## src/tlnic_regs.svh

```systemverilog
// register offsets, field positions, vectors and timing for the nested irq controller
// assumes a 40 MHz clock and a cpu sequencer that drives the strobe, end and ack inputs
//
// Overview of operation
// - five request sources: two external pins, two timer overflows, serial port.
// - each source has an enable; global enable gates all enabled requests.
// - per-source priority bit; one means high level, zero low level.
// - a request is taken only when enabled and highest priority requesting.
// - same-level tie order: ext0, timer0, ext1, timer1, serial.
// - vectors 0003h, 000Bh, 0013h, 001Bh, 0023h for the five sources.
// - request flags sit at timer control bits 1,5,3,7 and uart bits 1,0.
// - service starts only at the end of the current instruction.
// - high level preempts low routine; same or lower level never preempts.
// - two hidden level-active flops, set when control moves to a routine; the code shows them in status bits 1 and 0.
// - return instruction clears only the active flop of the level in service.
// - inputs latched at the 10th, 22nd, 34th, 46th periods by a strobe.
// - acknowledge sets level flop and requests a call pushing only the pc.
// - ext and timer flags auto-clear on entry; serial flags cleared by software.
// - nested entry pushes return address, stack pointer advances by two.
// - after nested high return, low flop stays set; low requests stay blocked.
// - external inputs active low, each level or transition triggered.
// - response latency between 3us and 7us at a 12 MHz crystal.
// - edge select one: falling edge sets flag; zero: low level requests.
// - request to first service instruction takes at most 86 oscillator periods.
`ifndef TLNIC_REGS_SVH
`define TLNIC_REGS_SVH

`define TLNIC_OFS_TCTL 8'h00
`define TLNIC_OFS_UCTL 8'h04
`define TLNIC_OFS_IEN 8'h08
`define TLNIC_OFS_IPR 8'h0C
`define TLNIC_OFS_STAT 8'h10

`define TLNIC_B_EDGE0 0
`define TLNIC_B_EXT0 1
`define TLNIC_B_EDGE1 2
`define TLNIC_B_EXT1 3
`define TLNIC_B_TMR0 5
`define TLNIC_B_TMR1 7
`define TLNIC_B_RX 0
`define TLNIC_B_TX 1
`define TLNIC_B_GIE 7
`define TLNIC_B_LATOVR 7

`define TLNIC_SRC_EXT0 3'h0
`define TLNIC_SRC_TMR0 3'h1
`define TLNIC_SRC_EXT1 3'h2
`define TLNIC_SRC_TMR1 3'h3
`define TLNIC_SRC_SER 3'h4

`define TLNIC_VEC_EXT0 16'h0003
`define TLNIC_VEC_TMR0 16'h000B
`define TLNIC_VEC_EXT1 16'h0013
`define TLNIC_VEC_TMR1 16'h001B
`define TLNIC_VEC_SER 16'h0023

`define TLNIC_SP_STEP 2'h2
`define TLNIC_RESP_OKAY 2'h0
`define TLNIC_RESP_SLVERR 2'h2
`define TLNIC_CLK_MHZ 40
`define TLNIC_LAT_MAX_NS 7000
`define TLNIC_LAT_MAX_CYC ((`TLNIC_LAT_MAX_NS * `TLNIC_CLK_MHZ) / 1000)

`endif

```

## src/tlnic_pkg.sv

```systemverilog
// types shared by the nested irq controller
// assumes nothing beyond the constants header
package tlnic_pkg;
    typedef enum logic [1:0] {
        ST_IDLE = 2'b01,
        ST_CALL = 2'b10
    } tlnic_state_e;
    typedef logic [4:0] tlnic_src_t;
    typedef logic [2:0] tlnic_idx_t;
endpackage

```

## src/tlnic_top.sv

```systemverilog
// two-level nested interrupt controller with an axi4-lite register slave
// assumes the cpu sequencer pulses LATCH_STROBE_IN, INSTR_END_IN, CALL_ACK_IN and INTERRUPT_RETURN_INSTR_IN
//
// The address map and register access over AXI4-Lite were chosen for this implementation.
`timescale 1ns/100ps
`include "tlnic_regs.svh"

module tlnic_top (
    input wire logic REF_CLK_IN,
    input wire logic NRST_IN,
    input wire logic EXT_IRQ0_PIN_N_IN,
    input wire logic EXT_IRQ1_PIN_N_IN,
    input wire logic TIMER0_OVF_IN,
    input wire logic TIMER1_OVF_IN,
    input wire logic UART_TX_DONE_IN,
    input wire logic UART_RX_DONE_IN,
    input wire logic LATCH_STROBE_IN,
    input wire logic INSTR_END_IN,
    input wire logic CALL_ACK_IN,
    input wire logic INTERRUPT_RETURN_INSTR_IN,
    output logic CALL_REQ_OUT,
    output logic [15:0] CALL_VECTOR_OUT,
    output logic [1:0] SP_STEP_OUT,
    input wire logic [7:0] AWADDR_IN,
    input wire logic AWVALID_IN,
    output logic AWREADY_OUT,
    input wire logic [31:0] WDATA_IN,
    input wire logic [3:0] WSTRB_IN,
    input wire logic WVALID_IN,
    output logic WREADY_OUT,
    output logic [1:0] BRESP_OUT,
    output logic BVALID_OUT,
    input wire logic BREADY_IN,
    input wire logic [7:0] ARADDR_IN,
    input wire logic ARVALID_IN,
    output logic ARREADY_OUT,
    output logic [31:0] RDATA_OUT,
    output logic [1:0] RRESP_OUT,
    output logic RVALID_OUT,
    input wire logic RREADY_IN
);

    // first set bit in fixed tie order, lowest index wins
    function automatic tlnic_pkg::tlnic_idx_t pick(input tlnic_pkg::tlnic_src_t m);
        tlnic_pkg::tlnic_idx_t r;
        r = `TLNIC_SRC_SER;
        if (m[`TLNIC_SRC_TMR1]) r = `TLNIC_SRC_TMR1;
        if (m[`TLNIC_SRC_EXT1]) r = `TLNIC_SRC_EXT1;
        if (m[`TLNIC_SRC_TMR0]) r = `TLNIC_SRC_TMR0;
        if (m[`TLNIC_SRC_EXT0]) r = `TLNIC_SRC_EXT0;
        return r;
    endfunction

    // flag update: hardware set beats both software write and hardware clear
    function automatic logic nflag(input logic cur, input logic set, input logic wr,
                                   input logic wb, input logic clr);
        return set | (wr ? wb : (cur & ~clr));
    endfunction

    // only the five mapped words answer okay, the rest get a slave error
    function automatic logic addr_ok(input logic [7:0] a);
        return a == `TLNIC_OFS_TCTL || a == `TLNIC_OFS_UCTL || a == `TLNIC_OFS_IEN ||
               a == `TLNIC_OFS_IPR || a == `TLNIC_OFS_STAT;
    endfunction

    tlnic_pkg::tlnic_state_e state;
    tlnic_pkg::tlnic_state_e next_state;
    logic [1:0] edge_sel;
    logic [1:0] ext_flag;
    logic [1:0] tmr_flag;
    logic tx_flag;
    logic rx_flag;
    tlnic_pkg::tlnic_src_t ien;
    logic gie;
    tlnic_pkg::tlnic_src_t ipr;
    logic act_hi;
    logic act_lo;
    logic [1:0] pin_lvl;
    tlnic_pkg::tlnic_src_t latched;
    tlnic_pkg::tlnic_idx_t cur_src;
    logic cur_hi;
    logic [8:0] lat_cnt;
    logic lat_over;

    logic aw_hold;
    logic [7:0] aw_addr;
    logic w_hold;
    logic [31:0] w_data;
    logic w_lane0;

    // request sources in tie order ext0, tmr0, ext1, tmr1, serial
    wire [1:0] ext_req = (edge_sel & ext_flag) | (~edge_sel & ~pin_lvl);
    wire ser_req = tx_flag | rx_flag;
    wire tlnic_pkg::tlnic_src_t src_now = {ser_req, tmr_flag[1], ext_req[1], tmr_flag[0],
                                           ext_req[0]};
    // a fall is high at the previous strobe and low at this one
    wire [1:0] ext_fall = edge_sel & pin_lvl & {~EXT_IRQ1_PIN_N_IN, ~EXT_IRQ0_PIN_N_IN};
    wire [1:0] ext_set = ext_fall & {2{LATCH_STROBE_IN}};

    // eligibility and two-level arbitration against the level-active flops
    // global enable gates last, so clearing it blocks every source at once
    wire tlnic_pkg::tlnic_src_t elig = latched & ien & {5{gie}};
    wire tlnic_pkg::tlnic_src_t hi_m = elig & ipr;
    wire tlnic_pkg::tlnic_src_t lo_m = elig & ~ipr;
    wire hi_ok = (|hi_m) & ~act_hi;
    // a low routine in service keeps further low requests out until its return
    wire lo_ok = (|lo_m) & ~act_hi & ~act_lo;
    wire tlnic_pkg::tlnic_idx_t win = hi_ok ? pick(hi_m) : pick(lo_m);
    // pending also feeds the latency watch below
    wire pending = hi_ok | lo_ok;
    // calls start only at an instruction boundary
    wire take = (state == tlnic_pkg::ST_IDLE) & INSTR_END_IN & pending;
    wire ack = (state == tlnic_pkg::ST_CALL) & CALL_ACK_IN;

    wire [15:0] win_vec = (win == `TLNIC_SRC_EXT0) ? `TLNIC_VEC_EXT0 :
                          (win == `TLNIC_SRC_TMR0) ? `TLNIC_VEC_TMR0 :
                          (win == `TLNIC_SRC_EXT1) ? `TLNIC_VEC_EXT1 :
                          (win == `TLNIC_SRC_TMR1) ? `TLNIC_VEC_TMR1 :
                          `TLNIC_VEC_SER;

    // flags cleared by hardware on entry; serial flags are left for software
    wire clr_ext0 = ack & (cur_src == `TLNIC_SRC_EXT0);
    wire clr_ext1 = ack & (cur_src == `TLNIC_SRC_EXT1);
    wire clr_tmr0 = ack & (cur_src == `TLNIC_SRC_TMR0);
    wire clr_tmr1 = ack & (cur_src == `TLNIC_SRC_TMR1);

    // register bus decode
    wire aw_go = AWVALID_IN & AWREADY_OUT;
    wire w_go = WVALID_IN & WREADY_OUT;
    // write lands one cycle after both halves are held, on the same edge as the response
    wire wr_do = aw_hold & w_hold & ~BVALID_OUT;
    wire wr_ok = wr_do & addr_ok(aw_addr) & w_lane0;
    wire wr_tctl = wr_ok & (aw_addr == `TLNIC_OFS_TCTL);
    wire wr_uctl = wr_ok & (aw_addr == `TLNIC_OFS_UCTL);
    wire wr_ien = wr_ok & (aw_addr == `TLNIC_OFS_IEN);
    wire wr_ipr = wr_ok & (aw_addr == `TLNIC_OFS_IPR);
    wire wr_stat = wr_ok & (aw_addr == `TLNIC_OFS_STAT);
    wire [7:0] wb = w_data[7:0];
    wire next_aw_hold = (aw_hold | aw_go) & ~wr_do;
    wire next_w_hold = (w_hold | w_go) & ~wr_do;
    wire next_bvalid = wr_do | (BVALID_OUT & ~BREADY_IN);
    wire ar_go = ARVALID_IN & ARREADY_OUT;
    wire next_rvalid = ar_go | (RVALID_OUT & ~RREADY_IN);

    wire [7:0] rd_tctl = {tmr_flag[1], 1'b0, tmr_flag[0], 1'b0, ext_flag[1], edge_sel[1],
                          ext_flag[0], edge_sel[0]};
    wire [7:0] rd_uctl = {6'h00, tx_flag, rx_flag};
    wire [7:0] rd_ien = {gie, 2'h0, ien};
    wire [7:0] rd_ipr = {3'h0, ipr};
    // status: latency overrun, call pending, source in call, level flops
    wire [7:0] rd_stat = {lat_over, state == tlnic_pkg::ST_CALL, cur_src, cur_hi, act_hi,
                          act_lo};
    wire [7:0] rd_byte = (ARADDR_IN == `TLNIC_OFS_TCTL) ? rd_tctl :
                         (ARADDR_IN == `TLNIC_OFS_UCTL) ? rd_uctl :
                         (ARADDR_IN == `TLNIC_OFS_IEN) ? rd_ien :
                         (ARADDR_IN == `TLNIC_OFS_IPR) ? rd_ipr :
                         (ARADDR_IN == `TLNIC_OFS_STAT) ? rd_stat : 8'h00;

    // latency watch: an eligible request left waiting longer than the bound
    wire lat_run = pending | (state == tlnic_pkg::ST_CALL);
    wire lat_hit = lat_run & (lat_cnt == 9'(`TLNIC_LAT_MAX_CYC));
    // saturates at the bound so the overrun cannot wrap away unseen
    wire [8:0] next_lat_cnt = (ack | ~lat_run) ? 9'h000 :
                              (lat_hit ? lat_cnt : lat_cnt + 9'h001);

    always_comb begin
        next_state = state;
        unique case (state)
            tlnic_pkg::ST_IDLE: begin
                if (take) begin
                    next_state = tlnic_pkg::ST_CALL;
                end
            end
            tlnic_pkg::ST_CALL: begin
                if (CALL_ACK_IN) begin
                    next_state = tlnic_pkg::ST_IDLE;
                end
            end
            default: next_state = tlnic_pkg::ST_IDLE;
        endcase
    end

    always_ff @(posedge REF_CLK_IN or negedge NRST_IN) begin
        if (!NRST_IN) begin
            state <= tlnic_pkg::ST_IDLE;
            cur_src <= `TLNIC_SRC_EXT0;
            cur_hi <= 1'b0;
            CALL_REQ_OUT <= 1'b0;
            CALL_VECTOR_OUT <= 16'h0000;
            SP_STEP_OUT <= 2'h0;
        end else begin
            state <= next_state;
            // vector frozen at arbitration; a later software clear cannot move it
            if (take) begin
                cur_src <= win;
                cur_hi <= hi_ok;
                CALL_VECTOR_OUT <= win_vec;
                SP_STEP_OUT <= `TLNIC_SP_STEP;
            end
            // rises the cycle after the instruction end and stands until the ack
            CALL_REQ_OUT <= (next_state == tlnic_pkg::ST_CALL);
        end
    end

    // level-active flops; a return drops the higher one only
    always_ff @(posedge REF_CLK_IN or negedge NRST_IN) begin
        if (!NRST_IN) begin
            act_hi <= 1'b0;
            act_lo <= 1'b0;
        end else begin
            if (ack & cur_hi) begin
                act_hi <= 1'b1;
            end else if (INTERRUPT_RETURN_INSTR_IN & act_hi) begin
                act_hi <= 1'b0;
            end
            if (ack & ~cur_hi) begin
                act_lo <= 1'b1;
            end else if (INTERRUPT_RETURN_INSTR_IN & ~act_hi) begin
                act_lo <= 1'b0;
            end
        end
    end

    // pin sampling and request latch on the sequencer strobe
    // pins between strobes are never looked at, so short glitches pass unseen
    always_ff @(posedge REF_CLK_IN or negedge NRST_IN) begin
        if (!NRST_IN) begin
            pin_lvl <= 2'h3;
            latched <= 5'h00;
        end else if (LATCH_STROBE_IN) begin
            pin_lvl <= {EXT_IRQ1_PIN_N_IN, EXT_IRQ0_PIN_N_IN};
            latched <= src_now;
        end
    end

    // next values of the request flags; serial ones have no hardware clear
    wire next_ext0_flag = nflag(ext_flag[0], ext_set[0], wr_tctl, wb[`TLNIC_B_EXT0],
                                clr_ext0);
    wire next_ext1_flag = nflag(ext_flag[1], ext_set[1], wr_tctl, wb[`TLNIC_B_EXT1],
                                clr_ext1);
    wire next_tmr0_flag = nflag(tmr_flag[0], TIMER0_OVF_IN, wr_tctl, wb[`TLNIC_B_TMR0],
                                clr_tmr0);
    wire next_tmr1_flag = nflag(tmr_flag[1], TIMER1_OVF_IN, wr_tctl, wb[`TLNIC_B_TMR1],
                                clr_tmr1);
    wire next_tx_flag = nflag(tx_flag, UART_TX_DONE_IN, wr_uctl, wb[`TLNIC_B_TX], 1'b0);
    wire next_rx_flag = nflag(rx_flag, UART_RX_DONE_IN, wr_uctl, wb[`TLNIC_B_RX], 1'b0);

    // request flags
    always_ff @(posedge REF_CLK_IN or negedge NRST_IN) begin
        if (!NRST_IN) begin
            ext_flag <= 2'h0;
            tmr_flag <= 2'h0;
            tx_flag <= 1'b0;
            rx_flag <= 1'b0;
        end else begin
            ext_flag <= {next_ext1_flag, next_ext0_flag};
            tmr_flag <= {next_tmr1_flag, next_tmr0_flag};
            tx_flag <= next_tx_flag;
            rx_flag <= next_rx_flag;
        end
    end

    // control bits, changed by software writes only
    always_ff @(posedge REF_CLK_IN or negedge NRST_IN) begin
        if (!NRST_IN) begin
            edge_sel <= 2'h0;
            ien <= 5'h00;
            gie <= 1'b0;
            ipr <= 5'h00;
        end else begin
            if (wr_tctl) begin
                edge_sel <= {wb[`TLNIC_B_EDGE1], wb[`TLNIC_B_EDGE0]};
            end
            if (wr_ien) begin
                ien <= wb[4:0];
                gie <= wb[`TLNIC_B_GIE];
            end
            if (wr_ipr) begin
                ipr <= wb[4:0];
            end
        end
    end

    // latency watch registers
    always_ff @(posedge REF_CLK_IN or negedge NRST_IN) begin
        if (!NRST_IN) begin
            lat_cnt <= 9'h000;
            lat_over <= 1'b0;
        end else begin
            lat_cnt <= next_lat_cnt;
            // write one clears, a fresh overrun in the same cycle wins
            lat_over <= lat_hit | (lat_over & ~(wr_stat & wb[`TLNIC_B_LATOVR]));
        end
    end

    // axi4-lite write channels, address and data taken in either order
    // readies stay low while a response stands, so one write is in flight at most
    always_ff @(posedge REF_CLK_IN or negedge NRST_IN) begin
        if (!NRST_IN) begin
            aw_hold <= 1'b0;
            w_hold <= 1'b0;
            aw_addr <= 8'h00;
            w_data <= 32'h0000_0000;
            w_lane0 <= 1'b0;
            AWREADY_OUT <= 1'b0;
            WREADY_OUT <= 1'b0;
            BVALID_OUT <= 1'b0;
            BRESP_OUT <= `TLNIC_RESP_OKAY;
        end else begin
            if (aw_go) begin
                aw_addr <= AWADDR_IN;
            end
            if (w_go) begin
                w_data <= WDATA_IN;
                w_lane0 <= WSTRB_IN[0];
            end
            aw_hold <= next_aw_hold;
            w_hold <= next_w_hold;
            AWREADY_OUT <= ~next_aw_hold & ~next_bvalid;
            WREADY_OUT <= ~next_w_hold & ~next_bvalid;
            BVALID_OUT <= next_bvalid;
            if (wr_do) begin
                BRESP_OUT <= addr_ok(aw_addr) ? `TLNIC_RESP_OKAY : `TLNIC_RESP_SLVERR;
            end
        end
    end

    // axi4-lite read channel, one read in flight
    // data captured with the address, so they hold still while valid stands
    always_ff @(posedge REF_CLK_IN or negedge NRST_IN) begin
        if (!NRST_IN) begin
            ARREADY_OUT <= 1'b0;
            RVALID_OUT <= 1'b0;
            RDATA_OUT <= 32'h0000_0000;
            RRESP_OUT <= `TLNIC_RESP_OKAY;
        end else begin
            ARREADY_OUT <= ~next_rvalid;
            RVALID_OUT <= next_rvalid;
            if (ar_go) begin
                RDATA_OUT <= {24'h000000, rd_byte};
                RRESP_OUT <= addr_ok(ARADDR_IN) ? `TLNIC_RESP_OKAY : `TLNIC_RESP_SLVERR;
            end
        end
    end

endmodule
```

## config.mk

```make
export PLATFORM = sky130hd
export DESIGN_NAME = tlnic_top
export DESIGN_NICKNAME = d
export VERILOG_FILES = /design/src/tlnic_pkg.sv /design/src/tlnic_top.sv
export VERILOG_INCLUDE_DIRS = /design/src /design/src/src
export SDC_FILE = /design/constraint.sdc
export NUM_CORES = 1
export LEC_CHECK = 0
export BUFFER_PORTS_ARGS = -buffer_cell sky130_fd_sc_hd__clkbuf_2
export CAP_MARGIN = 20
export CORE_MARGIN = 4
export CORE_UTILIZATION = 45
export CTS_CLUSTER_SIZE = 12
export DETAILED_ROUTE_END_ITERATION = 12
export PLACE_DENSITY = 0.71
export SKIP_CTS_REPAIR_TIMING = 1
export SYNTH_ARGS = -nofsm -noshare
export SYNTH_HDL_FRONTEND = slang
export SYNTH_SLANG_ARGS = --single-unit
```

## constraint.sdc

```tcl
create_clock -name REF_CLK_IN -period 4.44 [get_ports REF_CLK_IN]
set_clock_uncertainty 0.2 [all_clocks]
set_input_delay 0.888 -clock REF_CLK_IN [delete_from_list [all_inputs] [get_ports REF_CLK_IN]]
set_output_delay 0.888 -clock REF_CLK_IN [all_outputs]
set_load 0.005 [all_outputs]
```

# --- Word level (Yosys, flattened, before mapping) ---
# Cells that the tools add are included.
totals:
  ff_bits: 98
  word_cells: 190
classes:
  n_addsub: 1
  n_eq_ne: 19
  mux: 35
  n_bitwise: 86
  reduce_logical: 16
ops:
  columns: ["cell", "count"]
  rows:
  - ["$mux W8", 5]
  - ["$and A1 B1 Y1", 39]
  - ["$eq A8 B4 Y1 const B", 4]
  - ["$mux W3", 9]
  - ["$mux W6", 4]
  - ["$and A5 B5 Y5", 4]
  - ["$not A1 Y1", 19]
  - ["$mux W9", 2]
  - ["$eq A8 B3 Y1 const B", 2]
  - ["$eq A8 B5 Y1 const B", 2]
  - ["$logic_not A8 Y1", 2]
  - ["$or A1 B1 Y1", 15]
  - ["$eq A3 B2 Y1 const B", 4]
  - ["$and A2 B2 Y2", 5]
  - ["$mux W1", 10]
  - ["$reduce_or A5 Y1", 2]
  - ["$add A9 B1 Y9 const B", 1]
  - ["$eq A9 B9 Y1 const B", 1]
  - ["$logic_or A1 B1 Y1", 8]
  - ["$mux W2", 4]
  - ["$eq A3 B1 Y1 const B", 2]
  - ["$logic_not A3 Y1", 2]
  - ["$not A5 Y5", 1]
  - ["$eq A2 B2 Y1 const B", 2]
  - ["6 further kinds", 8]

# --- Longest topological paths before layout ---
logic_depth:
  depth_word: 13
  mapped_depth: 8
  mapped_depth_nobuf: 7

# --- Worst setup path after synthesis ---
# Ideal clock, no wire load.
synth_timing:
  path_kind: "input port to flip-flop"
  startpoint: "input ARADDR_IN[1]"
  endpoint: "register RDATA_OUT[4]"
  setup_ps: 95
  t_arrival_ps: 2255
  setup_slack_ps: 1889
  cell_stages: 4
  n_path_buf: 0
  cell_sequence: "or3_1 nor4_1 a22oi_1 o31ai_1"
synth_via:
  elab_chain_cells: 6
synth_rtl:
  columns: ["element", "line_no", "source"]
  rows:
  - ["start: declaration", "tlnic_top.sv:34", "input wire logic [7:0] ARADDR_IN,"]
  - ["$eq A8 B5 Y1 (no source line)", null, null]
  - ["$mux W8", "tlnic_top.sv:157", "(ARADDR_IN == `TLNIC_OFS_STAT) ? rd_stat : 8'h00;"]
  - ["$mux W8", "tlnic_top.sv:156", "(ARADDR_IN == `TLNIC_OFS_IPR) ? rd_ipr :"]
  - ["$mux W8", "tlnic_top.sv:155", "(ARADDR_IN == `TLNIC_OFS_IEN) ? rd_ien :"]
  - ["$mux W8", "tlnic_top.sv:154", "(ARADDR_IN == `TLNIC_OFS_UCTL) ? rd_uctl :"]
  - ["$mux W8 *", "tlnic_top.sv:153", "wire [7:0] rd_byte = (ARADDR_IN == `TLNIC_OFS_TCTL) ? rd_tctl :"]
  - ["end signal: assignment", "tlnic_top.sv:340", "RDATA_OUT <= {24'h000000, rd_byte};"]
  - ["end: declaration", "tlnic_top.sv:37", "output logic [31:0] RDATA_OUT,"]
# Mark *: on every way between the ends. The rest lies on a longest branch, timed or not.
# A chain may end at the register's enable or synchronous reset.

# --- Worst setup path after layout ---
layout_timing:
  startpoint: "input ARADDR_IN[1]"
  endpoint: "register RDATA_OUT[3]"
# Same word-level chain as after synthesis.

==> out/qor.yml <==
finalHoldViolCount: 0
rsz0062_at_grt: "false"
nNetsFinal: 532
synthCells: 396
fin_setup_tns_ns: 0
fmax_ghz: 0.376
core-area_um2: 9200
final_area_um2: 4710
clk_latency_ns: 0.37
rows: 35
grt_pass1_vias: 2997
cts_tree: "built"
period_minus_slack_ns: 2.66
gr-total-overflow: 0
synthTopCellsByArea: "dfrtp_1 47%, mux2_2 9.9%, buf_4 7.1%"
cp_num_buf_inv: 1
route.detailed.drc: 0
dieArea_um2: 11000
worstPathCellList: "clkbuf_2 -> or3_1 -> nor4_1 -> o2bb2ai_1 -> a22oi_1 -> o21ai_0"
avgSynthCellArea_um2: 10.6
hp-class: "in2async"
critPathKind: "in2reg"
syn-cell-area_um2: 4210
diodes: 0
clock_sinks: 82
slew_viol_final: 0
ys_types: 61
vias: 3075
synthFlopType: "dfrtp_1"
multi_input_area_um2: 1910
routed_wl_um: 8760
cp_max_fo: 6
fill_cells: 851
grt_pass1_wl_um: 14500
yosysMostFrequentCell: "dfrtp_1"
ys_seq_area_share_pct: 48.8
gp_congestion: 0.838
cts-buffers-inserted: 9
p_leak_nw: 2.14
io_buffers: 62
vdd_drop_max_mv: 0.281
yosysWarnings: 0
crit_family: "simple AND/OR/NAND/NOR gates"
crit_required_ns: 4.51
synth.top_cell.area_share_pct: 46.9
slew_headroom_pct: 33.5
area_growth_pct: 11.8
outcome: "finished clean"
fin_crit_sh_pct: 59.9
cts_root_buffer: "clkbuf_8"
die_x_um: 105
yosys.area.top_type: "dfrtp_1"
die_h_um: 105
async_reset_ff_share_pct: 100
endpoint_kind: "register"
path_clk_slew_ns: 0.09
grt_max_degree: 83
grt_use_total_pct: 16.4
drv_cap: 0
vias_per_cell: 5.35
initial_core_util_pct: 45.8
setup_viol: 0
register_area_um2: 2060
cts_buffer_depth: 2
drive_gt1_share_pct: 27.8
tightest_slew_ns: 0.989
cp-start-kind: "input port"
drtAntennaViolNets: 0
cts_max_level: 3
detail_route.wl_per_cell_um: 15.2
synthTopCellsByCount: "79 x dfrtp_1, 40 x buf_4, 37 x mux2_2, 27 x nor2_1, 25 x nand2_1"
crit_slowest_cell: "nor4_1"
firstDrtPassIters: 4
ios: 129
cellPowerDensity_nw_per_um2: 409
ys_ff_latch: 82
synth_edf_count: 0
post-dp-hpwl_um: 6630
worstPathArrival_ns: 2.74
antenna_found_initial: 0
hold_ws_ns: 0.135
dpl-instance-area_um2: 4470
cp_slowest_stage_delay_ns: 0.83
drtIter0Drc: 171
-- flip-flops by register name, summed over array words and instances, names as in the netlist, 2 cells and up --
signal / flops
state: 2
aw_addr: 8
ien: 5
ext_flag: 2
ipr: 5
tmr_flag: 2
RDATA_OUT: 8
w_data: 7
CALL_VECTOR_OUT: 4
pin_lvl: 2
latched: 5
cur_src: 3
edge_sel: 2
lat_cnt: 9
-- final cells by class --
class | instances | share of cell area (%)
sequential | 82 | 43.7
multi-input combinational | 289 | 40.6
timing repair buffer | 63 | 7.23
tap | 111 | 2.95
clock buffer | 9 | 2.63
clock inverter | 7 | 1.83
inverter | 14 | 1.12
-- worst register-to-register path, stage by stage, from the launching register on --
cell and delay (ns):
dfrtp_1 0.56, and4b_1 0.33, and4bb_2 0.28, a2111oi_0 0.55, a41oi_1 0.25, o21a_1 0.16
-- through the flow --
stage / utilization (%) / total power (W) / cells / setup WS, ns
3_5_place_dp: 48.6 / 0.00138 / 558 / 1.45
2_1_floorplan: - / 0.00126 / 433 / 1.89
4_1_cts: 50.9 / 0.00194 / 574 / 1.83
3_3_place_gp: 48.6 / 0.00136 / 558 / 1.50
6_report: 51.2 / 0.00193 / 575 / 1.78
5_1_grt: 51.2 / 0.00204 / 575 / 1.65
-- power breakdown --
group | total (W) | internal (W) | switching [W]
clock network | 0.000567 | 0.000270 | 0.000297
registers | 0.00102 | 0.000889 | 0.000132
logic | 0.000339 | 0.000179 | 0.000160
total | 0.00193 | 0.00134 | 0.000588
-- path summary, 6_finish.rpt --
kind	from	endpoint	slack, ns	cells after the start
setup / recovery	ARADDR_IN[1]	RDATA_OUT[3]	1.78	6
hold / removal	NRST_IN	RVALID_OUT	0.13	1
setup reg to reg	gie	CALL_VECTOR_OUT[3]	2.01	5
hold reg to reg	RDATA_OUT[7]	RDATA_OUT[7]	0.29	2
max in group asynchronous	NRST_IN	pin_lvl[0]	3.29	2
min in group REF_CLK_IN	RDATA_OUT[7]	RDATA_OUT[7]	0.29	2
-- cell families (layout without fill, tap and decap cells) --
group / count (synthesis) / after routing / synth area share [%]
and+or+nand+nor: 126 / 126 / 17.0
DFF: 82 / 82 / 48.8
AOI/OAI and AO/OA: 75 / 75 / 11.9
buffers and inverters: 62 / 93 / 9.15
muxes: 39 / 39 / 10.4
xor gates and xnor gates: 7 / 7 / 1.46
adders and majority gates: 4 / 4 / 1.19
other: 1 / 38 / 0.0890
-- layer usage --
| layer | GRT usage (%) | up-vias | routed length, µm |
|---|---|---|---|
| met1 | 21.8 | 1477 | 3890 |
| li1 | - | 1489 | - |
| met3 | 4.39 | 12 | 570 |
| met5 | 0 | - | 0 |
| met2 | 25.8 | 97 | 4160 |
| met4 | 5.62 | 0 | 135 |
-- placed cells by master (no fill, tap or decap), drive strengths merged, types with 3 or more instances in the layout --
cell     instances
dfrtp           79
clkbuf          70
conb            38
mux2            37
nor2            27
nand2           25
o21ai           21
inv             16
a21oi           14
nand3           13
nand4            9
nand4b           7
nor2b            7
o21a             6
nand2b           5
nor3             5
xor2             4
or3              4
o31ai            4
a22oi            4
ha               4
and4b            3
a211oi           3
xnor2            3
o2bb2ai          3
clkinv           3
dfstp            3
or4              3
nand3b           3
and3             3
nor4             3
Note: power is estimated with default switching activity, not from simulation.
